==> src/hdl/hdcf_pkg.sv <==
// Constants shared by the host debug code FIFO and its storage buffer.
// Assumes a single clock domain with a synchronous, active-high reset.
package hdcf_pkg;
   // Register offsets from the instance base (controller view)
   localparam logic [11:0] OFS_HOST = 12'h000;
   localparam logic [11:0] OFS_POP = 12'h100;
   localparam logic [11:0] OFS_CFG = 12'h104;
   localparam logic [11:0] OFS_STAT = 12'h108;
   localparam logic [11:0] OFS_CNT = 12'h10C;
   // Entry layout: timestamp above the code byte
   localparam int CODE_W = 8;
   localparam int TS_W = 24;
   localparam int ENTRY_W = 32;
   localparam int FIFO_DEPTH = 16;
   localparam int CNT_W = 5;
   localparam int CNT_LSB = 8;
   // Configuration field positions
   localparam int CFG_THR_LSB = 6;
   localparam int CFG_RUN_BIT = 5;
   localparam int CFG_TICK_LSB = 3;
   localparam int CFG_CLR_BIT = 2;
   localparam int CFG_FLUSH_BIT = 1;
   // Status field positions
   localparam int STAT_LOST_BIT = 1;
   localparam int STAT_HAS_BIT = 0;
   // Reset values of the configuration fields
   localparam logic [1:0] THR_RST = 2'h0;
   localparam logic [1:0] TICK_RST = 2'h0;
   localparam logic RUN_RST = 1'b0;
   // Fill thresholds per code
   localparam logic [CNT_W-1:0] THR_C0 = 5'h01;
   localparam logic [CNT_W-1:0] THR_C1 = 5'h04;
   localparam logic [CNT_W-1:0] THR_C2 = 5'h08;
   localparam logic [CNT_W-1:0] THR_C3 = 5'h0E;
   // Tick divider masks (divide minus one) per code
   localparam logic [5:0] DIV_M0 = 6'h07;
   localparam logic [5:0] DIV_M1 = 6'h0F;
   localparam logic [5:0] DIV_M2 = 6'h1F;
   localparam logic [5:0] DIV_M3 = 6'h3F;
endpackage

==> src/hdl/hdcf_fifo.sv <==
// Storage buffer for captured debug codes, width and depth as parameters.
// Assumes one clock; a push into a full buffer is taken only when the
// drain side pops in the same cycle, which lets the owner drop the oldest.
`timescale 1ns/10ps
module hdcf_fifo #(
   parameter int WIDTH = 32,
   parameter int DEPTH = 16,
   parameter int AW = $clog2(DEPTH)
) (
   // Clock and reset
   input wire logic clk,
   input wire logic srst,
   // Fill side
   input wire logic in_valid,
   output logic in_ready,
   input wire logic [WIDTH-1:0] in_data,
   // Drain side
   output logic out_valid,
   input wire logic out_ready,
   output logic [WIDTH-1:0] out_data,
   // Control and level
   input wire logic flush,
   output logic [AW:0] level
);
   localparam logic [AW:0] FULL_LVL = (AW+1)'(DEPTH);
   localparam logic [AW-1:0] LAST = (AW)'(DEPTH-1);

   logic [WIDTH-1:0] mem [DEPTH];  // Entry storage
   logic [AW-1:0] wr_ptr;  // Next slot to fill
   logic [AW-1:0] rd_ptr;  // Oldest slot
   logic push;
   logic pop;

   // Full stalls the source unless the drain frees a slot now
   assign in_ready = (level != FULL_LVL) || out_ready;
   assign out_valid = (level != '0);
   assign out_data = mem[rd_ptr];
   assign push = in_valid && in_ready;
   assign pop = out_valid && out_ready;

   // Storage write; no reset needed on the array
   always_ff @(posedge clk) begin
      if (push) begin
         mem[wr_ptr] <= in_data;
      end
   end

   // Pointers and level; flush wins over any traffic
   always_ff @(posedge clk) begin
      if (srst || flush) begin
         wr_ptr <= '0;
         rd_ptr <= '0;
         level <= '0;
      end else begin
         if (push) begin
            wr_ptr <= (wr_ptr == LAST) ? '0 : wr_ptr + 1'b1;
         end
         if (pop) begin
            rd_ptr <= (rd_ptr == LAST) ? '0 : rd_ptr + 1'b1;
         end
         // Level moves only when exactly one side moves
         if (push && !pop) begin
            level <= level + 1'b1;
         end else if (pop && !push) begin
            level <= level - 1'b1;
         end
      end
   end
endmodule

==> src/hdl/hdcf_top.sv <==
// Host debug code FIFO: host byte writes tagged with a timestamp and queued
// for the embedded controller, with timer, threshold and status registers.
// Assumes host bus decoders and the controller port run on clk; all their
// strobes are single-cycle and already synchronous, so none are resynced.
`timescale 1ns/10ps
module hdcf_top (
   // Clock and reset
   input wire logic clk,
   input wire logic srst,
   // Host I/O write strobes and address
   input wire logic lpc_io_wr,
   input wire logic espi_io_wr,
   input wire logic espi_io_word,
   input wire logic [15:0] host_io_addr,
   input wire logic [15:0] host_io_wdata,
   input wire logic [15:0] host_base_addr,
   // Controller register port
   input wire logic ec_req,
   input wire logic ec_we,
   input wire logic [11:0] ec_addr,
   input wire logic [3:0] ec_be,
   input wire logic [31:0] ec_wdata,
   output logic ec_ack,
   output logic [31:0] ec_rdata,
   // Interrupt to the controller
   output logic debug_port_irq
);
   localparam int AW = $clog2(hdcf_pkg::FIFO_DEPTH);

   // Decode a controller access against one register offset
   function automatic logic ec_hit(input logic [11:0] addr, input logic [11:0] ofs);
      ec_hit = (addr[11:2] == ofs[11:2]);
   endfunction

   // threshold code decode
   // Map the threshold code to an entry count
   function automatic logic [hdcf_pkg::CNT_W-1:0] thr_of(input logic [1:0] code);
      unique case (code)
         2'h0: thr_of = hdcf_pkg::THR_C0;
         2'h1: thr_of = hdcf_pkg::THR_C1;
         2'h2: thr_of = hdcf_pkg::THR_C2;
         2'h3: thr_of = hdcf_pkg::THR_C3;
      endcase
   endfunction

   // Map the tick select code to a divider mask
   function automatic logic [5:0] div_of(input logic [1:0] code);
      unique case (code)
         2'h0: div_of = hdcf_pkg::DIV_M0;
         2'h1: div_of = hdcf_pkg::DIV_M1;
         2'h2: div_of = hdcf_pkg::DIV_M2;
         2'h3: div_of = hdcf_pkg::DIV_M3;
      endcase
   endfunction

   // Configuration state
   logic [1:0] fill_thr_code;  // Interrupt threshold code
   logic timer_run;  // Timestamp counter running
   logic [1:0] tick_divider_choice;  // Counter tick rate
   // Status and timer state
   logic lost_write;  // Sticky overrun flag
   logic [hdcf_pkg::TS_W-1:0] capture_time;  // Timestamp, counts only while run
   logic [5:0] div_cnt;  // Tick prescaler
   // Decoded controller accesses
   logic ec_wr;
   logic ec_rd;
   logic wr_host;
   logic wr_cfg;
   logic wr_cnt;
   logic rd_pop;
   // Host capture path
   logic host_lo;  // Byte aimed at this instance, low lane
   logic host_hi;  // Upper byte of an eSPI word aimed one below
   logic push_req;
   logic [hdcf_pkg::CODE_W-1:0] push_byte;
   logic [hdcf_pkg::ENTRY_W-1:0] push_entry;
   // Buffer handshake
   logic fifo_in_ready;
   logic fifo_out_valid;
   logic fifo_out_ready;
   logic [hdcf_pkg::ENTRY_W-1:0] fifo_out_data;
   logic [AW:0] fifo_level;
   logic fifo_full;
   logic drop_oldest;
   logic do_pop;
   // Timer controls
   logic do_flush;
   logic do_clear;
   logic do_load;
   logic tick;
   logic [hdcf_pkg::TS_W-1:0] next_time;

   // Controller strobes
   assign ec_wr = ec_req && ec_we;
   assign ec_rd = ec_req && !ec_we;
   assign wr_cfg = ec_wr && ec_hit(ec_addr, hdcf_pkg::OFS_CFG);
   assign wr_cnt = ec_wr && ec_hit(ec_addr, hdcf_pkg::OFS_CNT);
   assign rd_pop = ec_rd && ec_hit(ec_addr, hdcf_pkg::OFS_POP);
   // data at zero; controller may write it too
   assign wr_host = ec_wr && ec_hit(ec_addr, hdcf_pkg::OFS_HOST) && ec_be[0];

   // LPC and eSPI byte writes at the base
   assign host_lo = (lpc_io_wr || espi_io_wr) && (host_io_addr == host_base_addr);
   // eSPI word: the second byte belongs to base
   assign host_hi = espi_io_wr && espi_io_word
                    && ((host_io_addr + 16'h0001) == host_base_addr);

   // Pick the byte to push; host and controller never collide in practice,
   // the host lane is preferred if they do
   always_comb begin
      push_req = host_lo || host_hi || wr_host;
      if (host_lo) begin
         push_byte = host_io_wdata[7:0];
      end else if (host_hi) begin
         push_byte = host_io_wdata[15:8];
      end else begin
         push_byte = ec_wdata[7:0];
      end
   end

   assign push_entry = {capture_time, push_byte};

   assign fifo_full = (fifo_level == (AW+1)'(hdcf_pkg::FIFO_DEPTH));
   assign drop_oldest = push_req && fifo_full;
   assign do_pop = rd_pop && fifo_out_valid;
   assign fifo_out_ready = do_pop || drop_oldest;

   assign do_flush = wr_cfg && ec_be[0] && ec_wdata[hdcf_pkg::CFG_FLUSH_BIT];

   hdcf_fifo #(
      .WIDTH(hdcf_pkg::ENTRY_W),
      .DEPTH(hdcf_pkg::FIFO_DEPTH)
   ) u_fifo (
      .clk(clk),
      .srst(srst),
      .in_valid(push_req),
      .in_ready(fifo_in_ready),
      .in_data(push_entry),
      .out_valid(fifo_out_valid),
      .out_ready(fifo_out_ready),
      .out_data(fifo_out_data),
      .flush(do_flush),
      .level(fifo_level)
   );

   // Configuration fields, low byte lane only
   always_ff @(posedge clk) begin
      if (srst) begin
         fill_thr_code <= hdcf_pkg::THR_RST;
         timer_run <= hdcf_pkg::RUN_RST;
         tick_divider_choice <= hdcf_pkg::TICK_RST;
      end else if (wr_cfg && ec_be[0]) begin
         fill_thr_code <= ec_wdata[hdcf_pkg::CFG_THR_LSB +: 2];
         timer_run <= ec_wdata[hdcf_pkg::CFG_RUN_BIT];
         tick_divider_choice <= ec_wdata[hdcf_pkg::CFG_TICK_LSB +: 2];
      end
   end

   // sticky until flush; set beats the flush clear
   always_ff @(posedge clk) begin
      if (srst) begin
         lost_write <= 1'b0;
      end else if (drop_oldest) begin
         lost_write <= 1'b1;
      end else if (do_flush) begin
         lost_write <= 1'b0;
      end
   end

   // prescaler mask per select
   // Prescaler stops with the timer so a restart begins a full period
   always_ff @(posedge clk) begin
      if (srst || !timer_run) begin
         div_cnt <= '0;
      end else begin
         div_cnt <= div_cnt + 6'h01;
      end
   end
   assign tick = timer_run
                 && ((div_cnt & div_of(tick_divider_choice)) == div_of(tick_divider_choice));

   assign do_clear = (wr_cfg && ec_be[0] && ec_wdata[hdcf_pkg::CFG_CLR_BIT])
                     || (wr_cnt && (ec_wdata == 32'h0000_0000));
   assign do_load = wr_cnt && (ec_be[3:1] != 3'h0);

   // load merges the written byte lanes
   always_comb begin
      next_time = capture_time;
      for (int i = 1; i < 4; i++) begin
         if (ec_be[i]) begin
            next_time[(i-1)*8 +: 8] = ec_wdata[i*8 +: 8];
         end
      end
   end

   // counts while run, else holds
   // Software writes win over a tick landing in the same cycle
   always_ff @(posedge clk) begin
      if (srst || do_clear) begin
         capture_time <= '0;
      end else if (do_load) begin
         capture_time <= next_time;
      end else if (tick) begin
         capture_time <= capture_time + 24'h00_0001;
      end
   end

   // Controller read data, registered; unmapped and write-only read zero
   always_ff @(posedge clk) begin
      if (srst) begin
         ec_rdata <= 32'h0000_0000;
      end else if (ec_rd) begin
         ec_rdata <= 32'h0000_0000;
         if (ec_hit(ec_addr, hdcf_pkg::OFS_POP) && fifo_out_valid) begin
            ec_rdata <= fifo_out_data;
         end else if (ec_hit(ec_addr, hdcf_pkg::OFS_CFG)) begin
            ec_rdata[hdcf_pkg::CFG_THR_LSB +: 2] <= fill_thr_code;
            ec_rdata[hdcf_pkg::CFG_RUN_BIT] <= timer_run;
            ec_rdata[hdcf_pkg::CFG_TICK_LSB +: 2] <= tick_divider_choice;
         end else if (ec_hit(ec_addr, hdcf_pkg::OFS_STAT)) begin
            ec_rdata[hdcf_pkg::STAT_HAS_BIT] <= fifo_out_valid;
            ec_rdata[hdcf_pkg::STAT_LOST_BIT] <= lost_write;
         end else if (ec_hit(ec_addr, hdcf_pkg::OFS_CNT)) begin
            ec_rdata[hdcf_pkg::CNT_LSB +: hdcf_pkg::TS_W] <= capture_time;
         end
      end
   end

   // Every controller access is answered one cycle later
   always_ff @(posedge clk) begin
      if (srst) begin
         ec_ack <= 1'b0;
      end else begin
         ec_ack <= ec_req;
      end
   end

   // irq at or above threshold
   // Registered, so it trails the level by one cycle
   always_ff @(posedge clk) begin
      if (srst) begin
         debug_port_irq <= 1'b0;
      end else begin
         debug_port_irq <= (fifo_level >= thr_of(fill_thr_code));
      end
   end
endmodule

==> config.mk <==
export PLATFORM = sky130hd
export DESIGN_NAME = hdcf_top
export DESIGN_NICKNAME = d
export VERILOG_FILES = /design/src/hdl/hdcf_pkg.sv /design/src/hdl/hdcf_fifo.sv /design/src/hdl/hdcf_top.sv
export SDC_FILE = /design/constraint.sdc
export NUM_CORES = 1
export LEC_CHECK = 0
export BUFFER_PORTS_ARGS = -buffer_cell sky130_fd_sc_hd__buf_2
export CAP_MARGIN = 20
export CORE_MARGIN = 1
export CORE_UTILIZATION = 48
export DETAILED_ROUTE_END_ITERATION = 12
export PLACE_DENSITY_LB_ADDON = 0.15
export SLEW_MARGIN = 20
export SYNTH_ARGS = -nofsm -noshare
export SYNTH_HDL_FRONTEND = slang
export SYNTH_SLANG_ARGS = --single-unit
==> constraint.sdc <==
create_clock -name clk -period 7.8 [get_ports clk]
set_clock_uncertainty 0.05 [all_clocks]
set_input_delay 1.95 -clock clk [delete_from_list [all_inputs] [get_ports clk]]
set_output_delay 1.95 -clock clk [all_outputs]
set_load 0.005 [all_outputs]
==> metrics.cfg, run 1 <==
[outcome]
outcome = complete, no violations

[run]
maxCapViolCount = 0

[worst_hold_path]
holdPathStages = 1
hp-class = register to register
min_from = div_cnt[0]
whs_endpoint = div_cnt[0]

[worst_setup_path]
startpoint = host_io_addr[1]
cp-end-kind = register
cp.required_ps = 8040
r2r_end = u_fifo.level[4]
cpLargestDelayFamily = simple AND/OR/NAND/NOR gates
r2r_slack_ps = 3910
critPathMaxStageDelay_ps = 890
cp_max_fo = 22
critPathArrivalTime_ps = 5630
worstPathCellList = buf_2 > ha_1 > inv_1 > nor4_1 > mux2i_1 > o21ai_0 > o311ai_2 > buf_4 > nand2_1 > nor2_4 > buf_4
worstSetupPathType = input pin to register
cp_common_cell = buf_4
r2r-start = u_fifo.level[0]
reg2regPathDepth = 15
path_buf_inv = 4
crit_slowest_cell = nor2_4
critPathLaunchType = input pin

[cts]
insertion_delay_ps = 620
cts_tree = done
htreeDepth = 2
cts_resized = 0
cts_setup_buffers = 0
clkTransAtPathRegs_ps = 60
cts_made_buffers = 59
hold_buffers = 0
numClockSinks = 599
clk_path_buf_depth = 3
cts-root-buf = clkbuf_16

[sta]
worst_slack_ps = 2415
min_period_ps = 5385
rsz0062_at_grt = no
timing.setup.tns_ps = 0
setup_viol = 0
slew_violations = 0
min_period_over_period_pct = 69.04
max_slew_margin_pct = 26.88
fmax_mhz = 185.7
finalHoldViolCount = 0
tightest_slew_ps = 1097

[floorplan]
die_area_um2 = 52790
row_count = 83
die_height_um = 229.8
fp.dieW_um = 229.8
start_util_pct = 48.53
core_area_um2 = 51300
pin_count = 137

[power_and_ir_drop]
power.density_nw_per_um2 = 220.8
total_power_mw = 6.234
ir_drop_v = 0.0002010
p_leak_nw = 9.104

[cells_and_area]
n_antenna_cell = 0
areaGrowthSynthToFinish_pct = 13.38
final_cells = 2390
drive_gt1_share_pct = 24.68
postLayoutCoreUtil_pct = 55.02
nNetsFinal = 1780

[global_route]
grt_pass1_wl_um = 91320
antenna_found_initial = 0
grt_pass1_vias = 14480
gr-total-overflow = 0
grt_start_max_net_pins = 60
grt_util_all_layers_pct = 23.31

[detailed_routing]
num_vias = 14350
drc = 0
ant_nets = 0
routed_wl_um = 60460
drt-initial-drc-count = 1244
vias_per_cell = 6.005
dr.pass1.iters = 5
wire_per_inst_um = 25.29

[logic_synthesis]
synth.distinct_cells = 66
synth_edf_count = 512
yosys_register_bits = 599
synth_async_sr_flop_share_pct = 0
ys_seq_area_share_pct = 68.75
ys.flop_type = edfxtp_1
synth_cells = 1517
ys.warnings.count = 0
syn_area_um2 = 24900
synth_fp_nets = 1637
syn_avg_cell_area_um2 = 16.41

[place]
hpwl_um = 36430
io_buffers = 134
preCtsSetupSlack_ps = 1748
place_inst = 2278
place_congestion = 0.8367

## worst reg2reg max path, cell delays in order (launching register included)
cell and delay [ps]:
dfxtp_1 370, nor4_1 540, nand2b_1 220, and3b_2 260, buf_4 310, and2_1 380, a21oi_1 190, ha_1 210
inv_1 110, fa_1 410, a21o_1 170, a21oi_1 170, xnor2_1 140, nor2_1 70, xnor2_1 140, nor2_1 50
## flip-flops by register name, indices dropped and copies added (netlist names), named ones only
name,flops
u_fifo.mem,512
timer_run,1
ec_rdata,32
lost_write,1
tick_divider_choice,2
capture_time,24
fill_thr_code,2
debug_port_irq,1
u_fifo.rd_ptr,4
u_fifo.level,5
u_fifo.wr_ptr,4
div_cnt,6
ec_ack,1
## placed cells by master, fill, tap and decap left out, types with 5 or more instances in the layout
cell	n
edfxtp_1	512
buf_2	134
mux4_2	133
nor2_1	85
dfxtp_1	83
a21oi_1	74
clkbuf_16	59
nand2_1	53
a211oi_1	39
o21ai_0	38
nor3_1	38
mux2i_1	37
buf_4	33
nor2b_1	31
a221oi_1	30
nand3_1	28
clkbuf_1	28
nor4_1	26
inv_1	16
xor2_1	16
ha_1	16
xnor2_1	14
mux2_2	14
nand4_1	13
nor2_4	12
nand2b_1	10
and3_1	10
a21o_1	10
clkinv_1	9
or3_1	8
and2_1	7
a31oi_1	7
clkinv_2	6
nand4b_1	5
o31ai_1	5
## cell usage after synthesis (6+ instances only)
master,n,area share [%]
nand4_1,13,0.33
a211oi_1,39,1.2
a21o_1,10,0.30
clkbuf_1,61,0.92
nor4_1,26,0.65
nor3_1,41,0.82
mux4_2,133,12
xnor2_1,14,0.49
nor2b_1,32,0.80
nor2_1,97,1.5
a221oi_1,30,1.1
buf_1,6,0.090
o21ai_0,38,0.76
xor2_1,16,0.56
nand2_1,53,0.80
nand2b_1,11,0.28
and2_1,7,0.18
or3_1,8,0.20
a31oi_1,7,0.18
dfxtp_1,87,7.0
mux2_2,14,0.63
buf_2,18,0.36
a21oi_1,74,1.5
and3_1,10,0.25
inv_1,16,0.24
ha_1,16,0.80
edfxtp_1,512,62
mux2i_1,37,1.5
nand3_1,28,0.56
## per-stage QoR
step | hold WS, ps | area, um2
final | 397.9 | 28230
after global routing | 424.6 | 28230
after CTS | 401.3 | 28210
after detailed placement | 391.2 | 26450
after global placement | 379.6 | 26450
after floorplan | 367.5 | 24900
## routing by layer
metal | up-vias | wire length [um] | track usage (%)
met4 | 0 | 1204 | 5.650
met1 | 7444 | 26280 | 32.81
li1 | 6403 | - | -
met2 | 425 | 29620 | 38.40
met5 | - | 0 | 0
met3 | 81 | 3352 | 3.472
## worst max-delay path by stage
stage / slack (ps) / depth (start not counted) / end
floorplan: 1230 / 9 / u_fifo.mem[2][0]
global placement: 1850 / 11 / u_fifo.mem[4][16]
detailed placement: 1750 / 11 / u_fifo.mem[8][23]
CTS: 2400 / 11 / u_fifo.mem[11][16]
global route: 2100 / 11 / u_fifo.mem[7][1]
finish: 2420 / 11 / u_fifo.mem[4][22]
## kinds of logic after synthesis
| kind of cell | count (synthesis) | share of synthesized area (%) |
|---|---|---|
| DFF | 599 | 68.75 |
| and+or+nand+nor | 352 | 7.282 |
| AOI/OAI and AO/OA | 231 | 6.131 |
| muxes | 186 | 14.24 |
| buffers and inverters | 102 | 1.658 |
| xor gates and xnor gates | 30 | 1.055 |
| adders and majority gates | 17 | 0.8845 |
## cell type report
cell class | instances | area [um2]
fillers | 4105 | 23070
flip-flops and latches | 599 | 17130
well taps | 680 | 850.8
repair buffers | 168 | 933.4
clock buffers | 91 | 1637
multi-input cells | 816 | 7491
clock inverters | 20 | 127.6
inverters | 16 | 60.06
## power breakdown
part / leakage (nW) / internal [mW] / switching, mW
clock network: 0.854 / 1.47 / 1.17
registers: 5.50 / 3.44 / 0.00449
logic: 2.75 / 0.0547 / 0.0946
(Power assumes the default switching activity.)
==> run 2: changes to the inputs <==
Settings changed: ABC_AREA set to 1.
Clock period 7.8 ns to 4.7 ns, I/O delays scaled along.
==> run 2 against run 1 <==
Against the previous run: power up 71%; utilization up 0.94 points; synthesized area up 1.3%; critical endpoint is now u_fifo.level[4]; synthesized cell count up 48%; critical path depth up 12; final cell count up 30%; final area up 2.3%; combinational power up 49%.
==> metrics.cfg, run 2 <==
[cells_and_area]
reg_top3 = u_fifo.mem x512, ec_rdata x32, capture_time x24
drive_gt1_share_pct = 14.50
mostFrequentLayoutCells = edfxtp_1 (512), o21ai_0 (363), nor2_1 (321)
nNetsFinal = 2495
stdcell_area_um2 = 28880
nFillCells = 4305
multi_input_area_um2 = 7396
areaGrowthSynthToFinish_pct = 14.53
regArea_um2 = 17130
regMostFlops = u_fifo.mem
largest_reg_flops = 512
final_common_cell = edfxtp_1

[sta]
min_period_ps = 3845
finalHoldViolCount = 0
fmax_mhz = 260.1
tightest_slew_ps = 930.9
rsz0062_at_grt = no
setup_viol = 0
timing.setup.tns_ps = 0
max_slew_margin_pct = 37.85
worst_slack_ps = 854.6
min_period_over_period_pct = 81.82
slew_violations = 0
fin_hold_ws_ps = 392.5

[power_and_ir_drop]
total_power_mw = 10.66
p_leak_nw = 9.795
power.density_nw_per_um2 = 369.1
switching_power_mw = 2.189
power_frac_seq_pct = 53.7
ir_drop_v = 0.0002899
p_comb_share_pct = 2.1
p_int_mw = 8.471
swShare_pct = 20.54
clkPwrFrac_pct = 44.2

[logic_synthesis]
synth_most_common_cell = edfxtp_1
synth_edf_count = 512
yosys_register_bits = 599
synth.distinct_cells = 48
synth_cells = 2242
synth_top_area_share_pct = 60.96
ys.flop_type = edfxtp_1
syn_avg_cell_area_um2 = 11.25
synth_top_area_cell = edfxtp_1
synth_common_cells = edfxtp_1 (512), o21ai_0 (363), nor2_1 (340)
syn_area_um2 = 25220
synth_async_sr_flop_share_pct = 0
synthTopCellsByArea = edfxtp_1 (61%), o21ai_0 (7.2%), dfxtp_1 (6.9%)
synth_fp_nets = 2362
ys_seq_area_share_pct = 67.87
ys.warnings.count = 0

[floorplan]
row_count = 83
pin_count = 137
start_util_pct = 48.86
die_area_um2 = 53460
fp.dieW_um = 231.2
core_area_um2 = 51610
die_height_um = 231.2

[worst_setup_path]
r2r-start = capture_time[0]
cp.required_ps = 5180
critPathMaxStageDelay_ps = 290
r2r_end = capture_time[20]
crit_slowest_cell = ha_1
critPathArrivalTime_ps = 4330
worstPathCellList = buf_2 > ha_1 > nand3_4 > nor2_4 > nand2_2 > xor2_1 > nand3_2 > nor2_8 > nand2_4 > nand2_8 > nand2_4 > nand2_4 > inv_2 > ha_1 > inv_1 > ha_1 > nand2_1 > nand2_1 > a21oi_1 > nor2_1 > nor2_1 > xor2_1 > nor2_1
startpoint = host_io_addr[0]
cp_max_fo = 9
worstSetupPathType = input pin to register
crit_end = u_fifo.level[4]
critPathLaunchType = input pin
cp-end-kind = register
reg2regPathDepth = 9
r2r_slack_ps = 1600

[cts]
clk_path_buf_depth = 3
clkTransAtPathRegs_ps = 60
cts_resized = 0
cts_made_buffers = 61
cts-root-buf = clkbuf_16
cts_tree = done
htreeDepth = 2
hold_buffers = 0
numClockSinks = 599
insertion_delay_ps = 640
cts_setup_buffers = 0

[detailed_routing]
wire_per_inst_um = 22.31
ant_nets = 0
drc = 0
vias_per_cell = 5.854
dr.pass1.iters = 5
drt-initial-drc-count = 1512
routed_wl_um = 69340
num_vias = 18190

[global_route]
grt_util_all_layers_pct = 26.03
gr-total-overflow = 0
antenna_found_initial = 0
grt_start_max_net_pins = 152
grt_pass1_vias = 17470
grt_pass1_wl_um = 104500

[place]
io_buffers = 134
preCtsSetupSlack_ps = 192.8
place_congestion = 0.8731
hpwl_um = 40870
dpl-instance-area_um2 = 26940

[worst_hold_path]
hp-class = register to register

[run]
maxCapViolCount = 0

[outcome]
outcome = complete, no violations

-- run 2: cell types whose count changed in the layout (fill, tap and decap cells not counted), moves of 31 or more --
cell	change
o21ai_0	+325
nor2_1	+236
nand2_1	+199
mux4_2	-133
inv_1	+72
o22ai_1	+63
o221ai_1	+60
nand3_1	+50
mux2i_1	-37
a211oi_1	-35
nor2b_1	-31
-- run 2: stage by stage --
| step | instances | util (%) |
|---|---|---|
| floorplan | 2242 | - |
| global placement | 2992 | 52.19 |
| detailed placement | 2992 | 52.20 |
| CTS | 3107 | 55.94 |
| global route | 3107 | 55.96 |
| finish | 3108 | 55.96 |
-- run 2: power by group through the flow --
stage / combinational, mW / sequential [mW] / clock (mW)
CTS: 0.221 / 5.72 / 4.76
global route: 0.245 / 5.72 / 4.96
detailed placement: 0.220 / 5.84 / 0
floorplan: 0.0980 / 5.84 / 0
finish: 0.222 / 5.72 / 4.72
global placement: 0.219 / 5.84 / 0
-- run 2: routing by layer --
layer / up-vias / track usage (%) / wire, um / share of wire, %
met5: - / 0 / 0 / 0
met4: 0 / 9.127 / 2141 / 3.1
met3: 128 / 4.478 / 5306 / 7.7
met2: 744 / 41.84 / 32090 / 46
met1: 8908 / 35.70 / 29800 / 43
li1: 8413 / - / - / -
-- run 2: logic make-up after synthesis --
group	count (synthesis)	synth area share, %
AND/OR/NAND/NOR	742	12.51
adder cells (fa/ha/maj)	17	0.8732
XOR/XNOR	33	1.146
flip-flops	599	67.87
buffers and inverters	223	3.354
AO/OA/AOI/OAI	628	14.24
-- run 2: cell type report --
class | instances | area share, %
diodes | 1 | 0.008664
well taps | 680 | 2.946
multi-input cells | 1420 | 25.61
repair buffers | 194 | 4.141
inverters | 99 | 1.317
clock buffers | 82 | 5.701
flip-flops and latches | 599 | 59.29
clock inverters | 33 | 0.9877
-- run 2: worst max-delay path: cells and delay by family --
| family | cells | cell delay, ps |
|---|---|---|
| buffers and inverters | 3 | 330 |
| xor gates and xnor gates | 2 | 330 |
| AOI/OAI and AO/OA | 1 | 180 |
| and+or+nand+nor | 14 | 1540 |
| adders and majority gates | 3 | 760 |
-- run 2: worst min path at each step --
stage | slack [ps] | to | startpoint | cells after the start
2_1_floorplan | 370 | div_cnt[0] | div_cnt[0] | 1
3_3_place_gp | 380 | div_cnt[0] | div_cnt[0] | 1
3_5_place_dp | 380 | div_cnt[0] | div_cnt[0] | 1
4_1_cts | 390 | div_cnt[0] | div_cnt[0] | 1
5_1_grt | 430 | div_cnt[5] | div_cnt[5] | 1
6_report | 390 | div_cnt[0] | div_cnt[0] | 1
==> run 3: changes to the inputs <==
Clock period 4.7 ns to 3.2 ns, I/O delays scaled along.
==> run 3 against run 2 <==
Against the previous run: first-iteration DRC count increased by 19%; final area grew 3.2%; global-route usage grew 0.28 points; power increased by 46%; highest routed layer is now met5.
==> metrics.cfg, run 3 (synthesized netlist as in run 2, its figures left out) <==
[power_and_ir_drop]
p_int_mw = 12.47
swShare_pct = 19.97
clkPwrFrac_pct = 43.8
total_power_mw = 15.58
ir_drop_v = 0.0004492
p_leak_nw = 10.28
p_comb_share_pct = 2.3
switching_power_mw = 3.112
power.density_nw_per_um2 = 522.9
power_frac_seq_pct = 54.0

[cts]
cts_setup_buffers = 0
hold_buffers = 0
cts-root-buf = clkbuf_16
cts_tree = done
insertion_delay_ps = 620
clkTransAtPathRegs_ps = 60
cts_resized = 0
cts_made_buffers = 58
numClockSinks = 599
clk_path_buf_depth = 3
htreeDepth = 2

[global_route]
grt_pass1_wl_um = 106000
gr-total-overflow = 0
grt_util_all_layers_pct = 26.31
grt_pass1_vias = 17700
grt_start_max_net_pins = 185
antenna_found_initial = 3

[worst_setup_path]
cp-end-kind = register
cp.required_ps = 3660
cp_max_fo = 4
worstSetupPathType = input pin to register
r2r-start = u_fifo.level[0]
critPathLaunchType = input pin
startpoint = host_io_addr[0]
critPathArrivalTime_ps = 3380

[sta]
fmax_mhz = 342.2
min_period_over_period_pct = 91.32
tightest_slew_ps = 1018
min_period_ps = 2922
finalHoldViolCount = 0
setup_viol = 0
rsz0062_at_grt = no
slew_violations = 0
max_slew_margin_pct = 31.88
fin_hold_ws_ps = 392.9

[floorplan]
fp.dieW_um = 231.2
start_util_pct = 48.86
pin_count = 137
core_area_um2 = 51610
die_height_um = 231.2
row_count = 83
die_area_um2 = 53460

[detailed_routing]
ant_nets = 0
dr.pass1.iters = 5
drt-initial-drc-count = 1801
wire_per_inst_um = 22.10
routed_wl_um = 70120
vias_per_cell = 5.847
drc = 0
num_vias = 18550

[place]
place_inst = 3063
hpwl_um = 42140
io_buffers = 134
place_congestion = 0.9170

[worst_hold_path]
hp-class = register to register
min_from = div_cnt[0]

[run]
maxCapViolCount = 0

[cells_and_area]
n_antenna_cell = 0
largest_reg_flops = 512
nNetsFinal = 2563
drive_gt1_share_pct = 17.17
reg_top3 = u_fifo.mem x512, ec_rdata x32, capture_time x24
nFillCells = 4258
regMostFlops = u_fifo.mem
areaGrowthSynthToFinish_pct = 18.16
final_cells = 3173
mostFrequentLayoutCells = edfxtp_1 (512), o21ai_0 (363), nor2_1 (323)
final_common_cell = edfxtp_1

[outcome]
outcome = complete, no violations

## run 3: power by group through the flow
stage | Sequential, mW | Combinational [mW] | Clock, mW
2_1_floorplan | 8.57 | 0.148 | 0
3_3_place_gp | 8.58 | 0.343 | 0
3_5_place_dp | 8.58 | 0.350 | 0
4_1_cts | 8.41 | 0.351 | 6.89
5_1_grt | 8.41 | 0.384 | 7.16
6_report | 8.41 | 0.351 | 6.82
## run 3: final timing paths
check | to | slack, ps | depth (start not counted)
setup reg to reg | u_fifo.level[4] | 430 | 18
setup / recovery | u_fifo.level[4] | 280 | 25
hold / removal | div_cnt[0] | 390 | 1
hold reg to reg | div_cnt[0] | 390 | 1
## run 3: final cells by class
type | count | area, um2 | area share, %
Sequential cell | 599 | 17130 | 57.47
Tap cell | 680 | 850.8 | 2.855
Multi-Input combinational cell | 1420 | 7446 | 24.99
Clock buffer | 85 | 1634 | 5.483
Timing Repair Buffer | 265 | 2092 | 7.020
Inverter | 99 | 382.9 | 1.285
Clock inverter | 25 | 269.0 | 0.9027
## run 3: critical path, cell delays in order
cell	delay [ps]
buf_2	120
ha_4	240
or2_4	220
nand3_2	60
nor2_1	40
nand2_1	90
nor2_2	40
nand2_2	100
nor2_8	60
nand2_4	90
nand2_8	80
nand2_4	100
nand2_4	60
inv_4	50
ha_4	130
inv_4	50
fa_2	360
nand2_1	80
nand2_1	80
a21oi_2	160
nand2_1	70
nand2_1	50
nor2_1	50
xor2_1	150
nor2_1	50
## run 3: layer usage
layer	up-vias	global-route usage [%]	part of all wire [%]
li1	8555	-	-
met1	9130	37.53	44
met2	757	42.45	47
met3	107	3.359	6.9
met4	2	7.243	2.1
met5	-	0	0.014
## run 3: per-stage QoR
stage	setup slack [ps]	cell area [um2]	util, %	setup TNS [ps]
after floorplan	-168.1	25320	-	-79410
after global placement	-318.6	27890	54.04	-8461
after detailed placement	-334.0	27900	54.05	-10760
after CTS	313.5	29800	57.74	0
after global routing	96.74	29800	57.74	0
final	277.7	29800	57.74	0
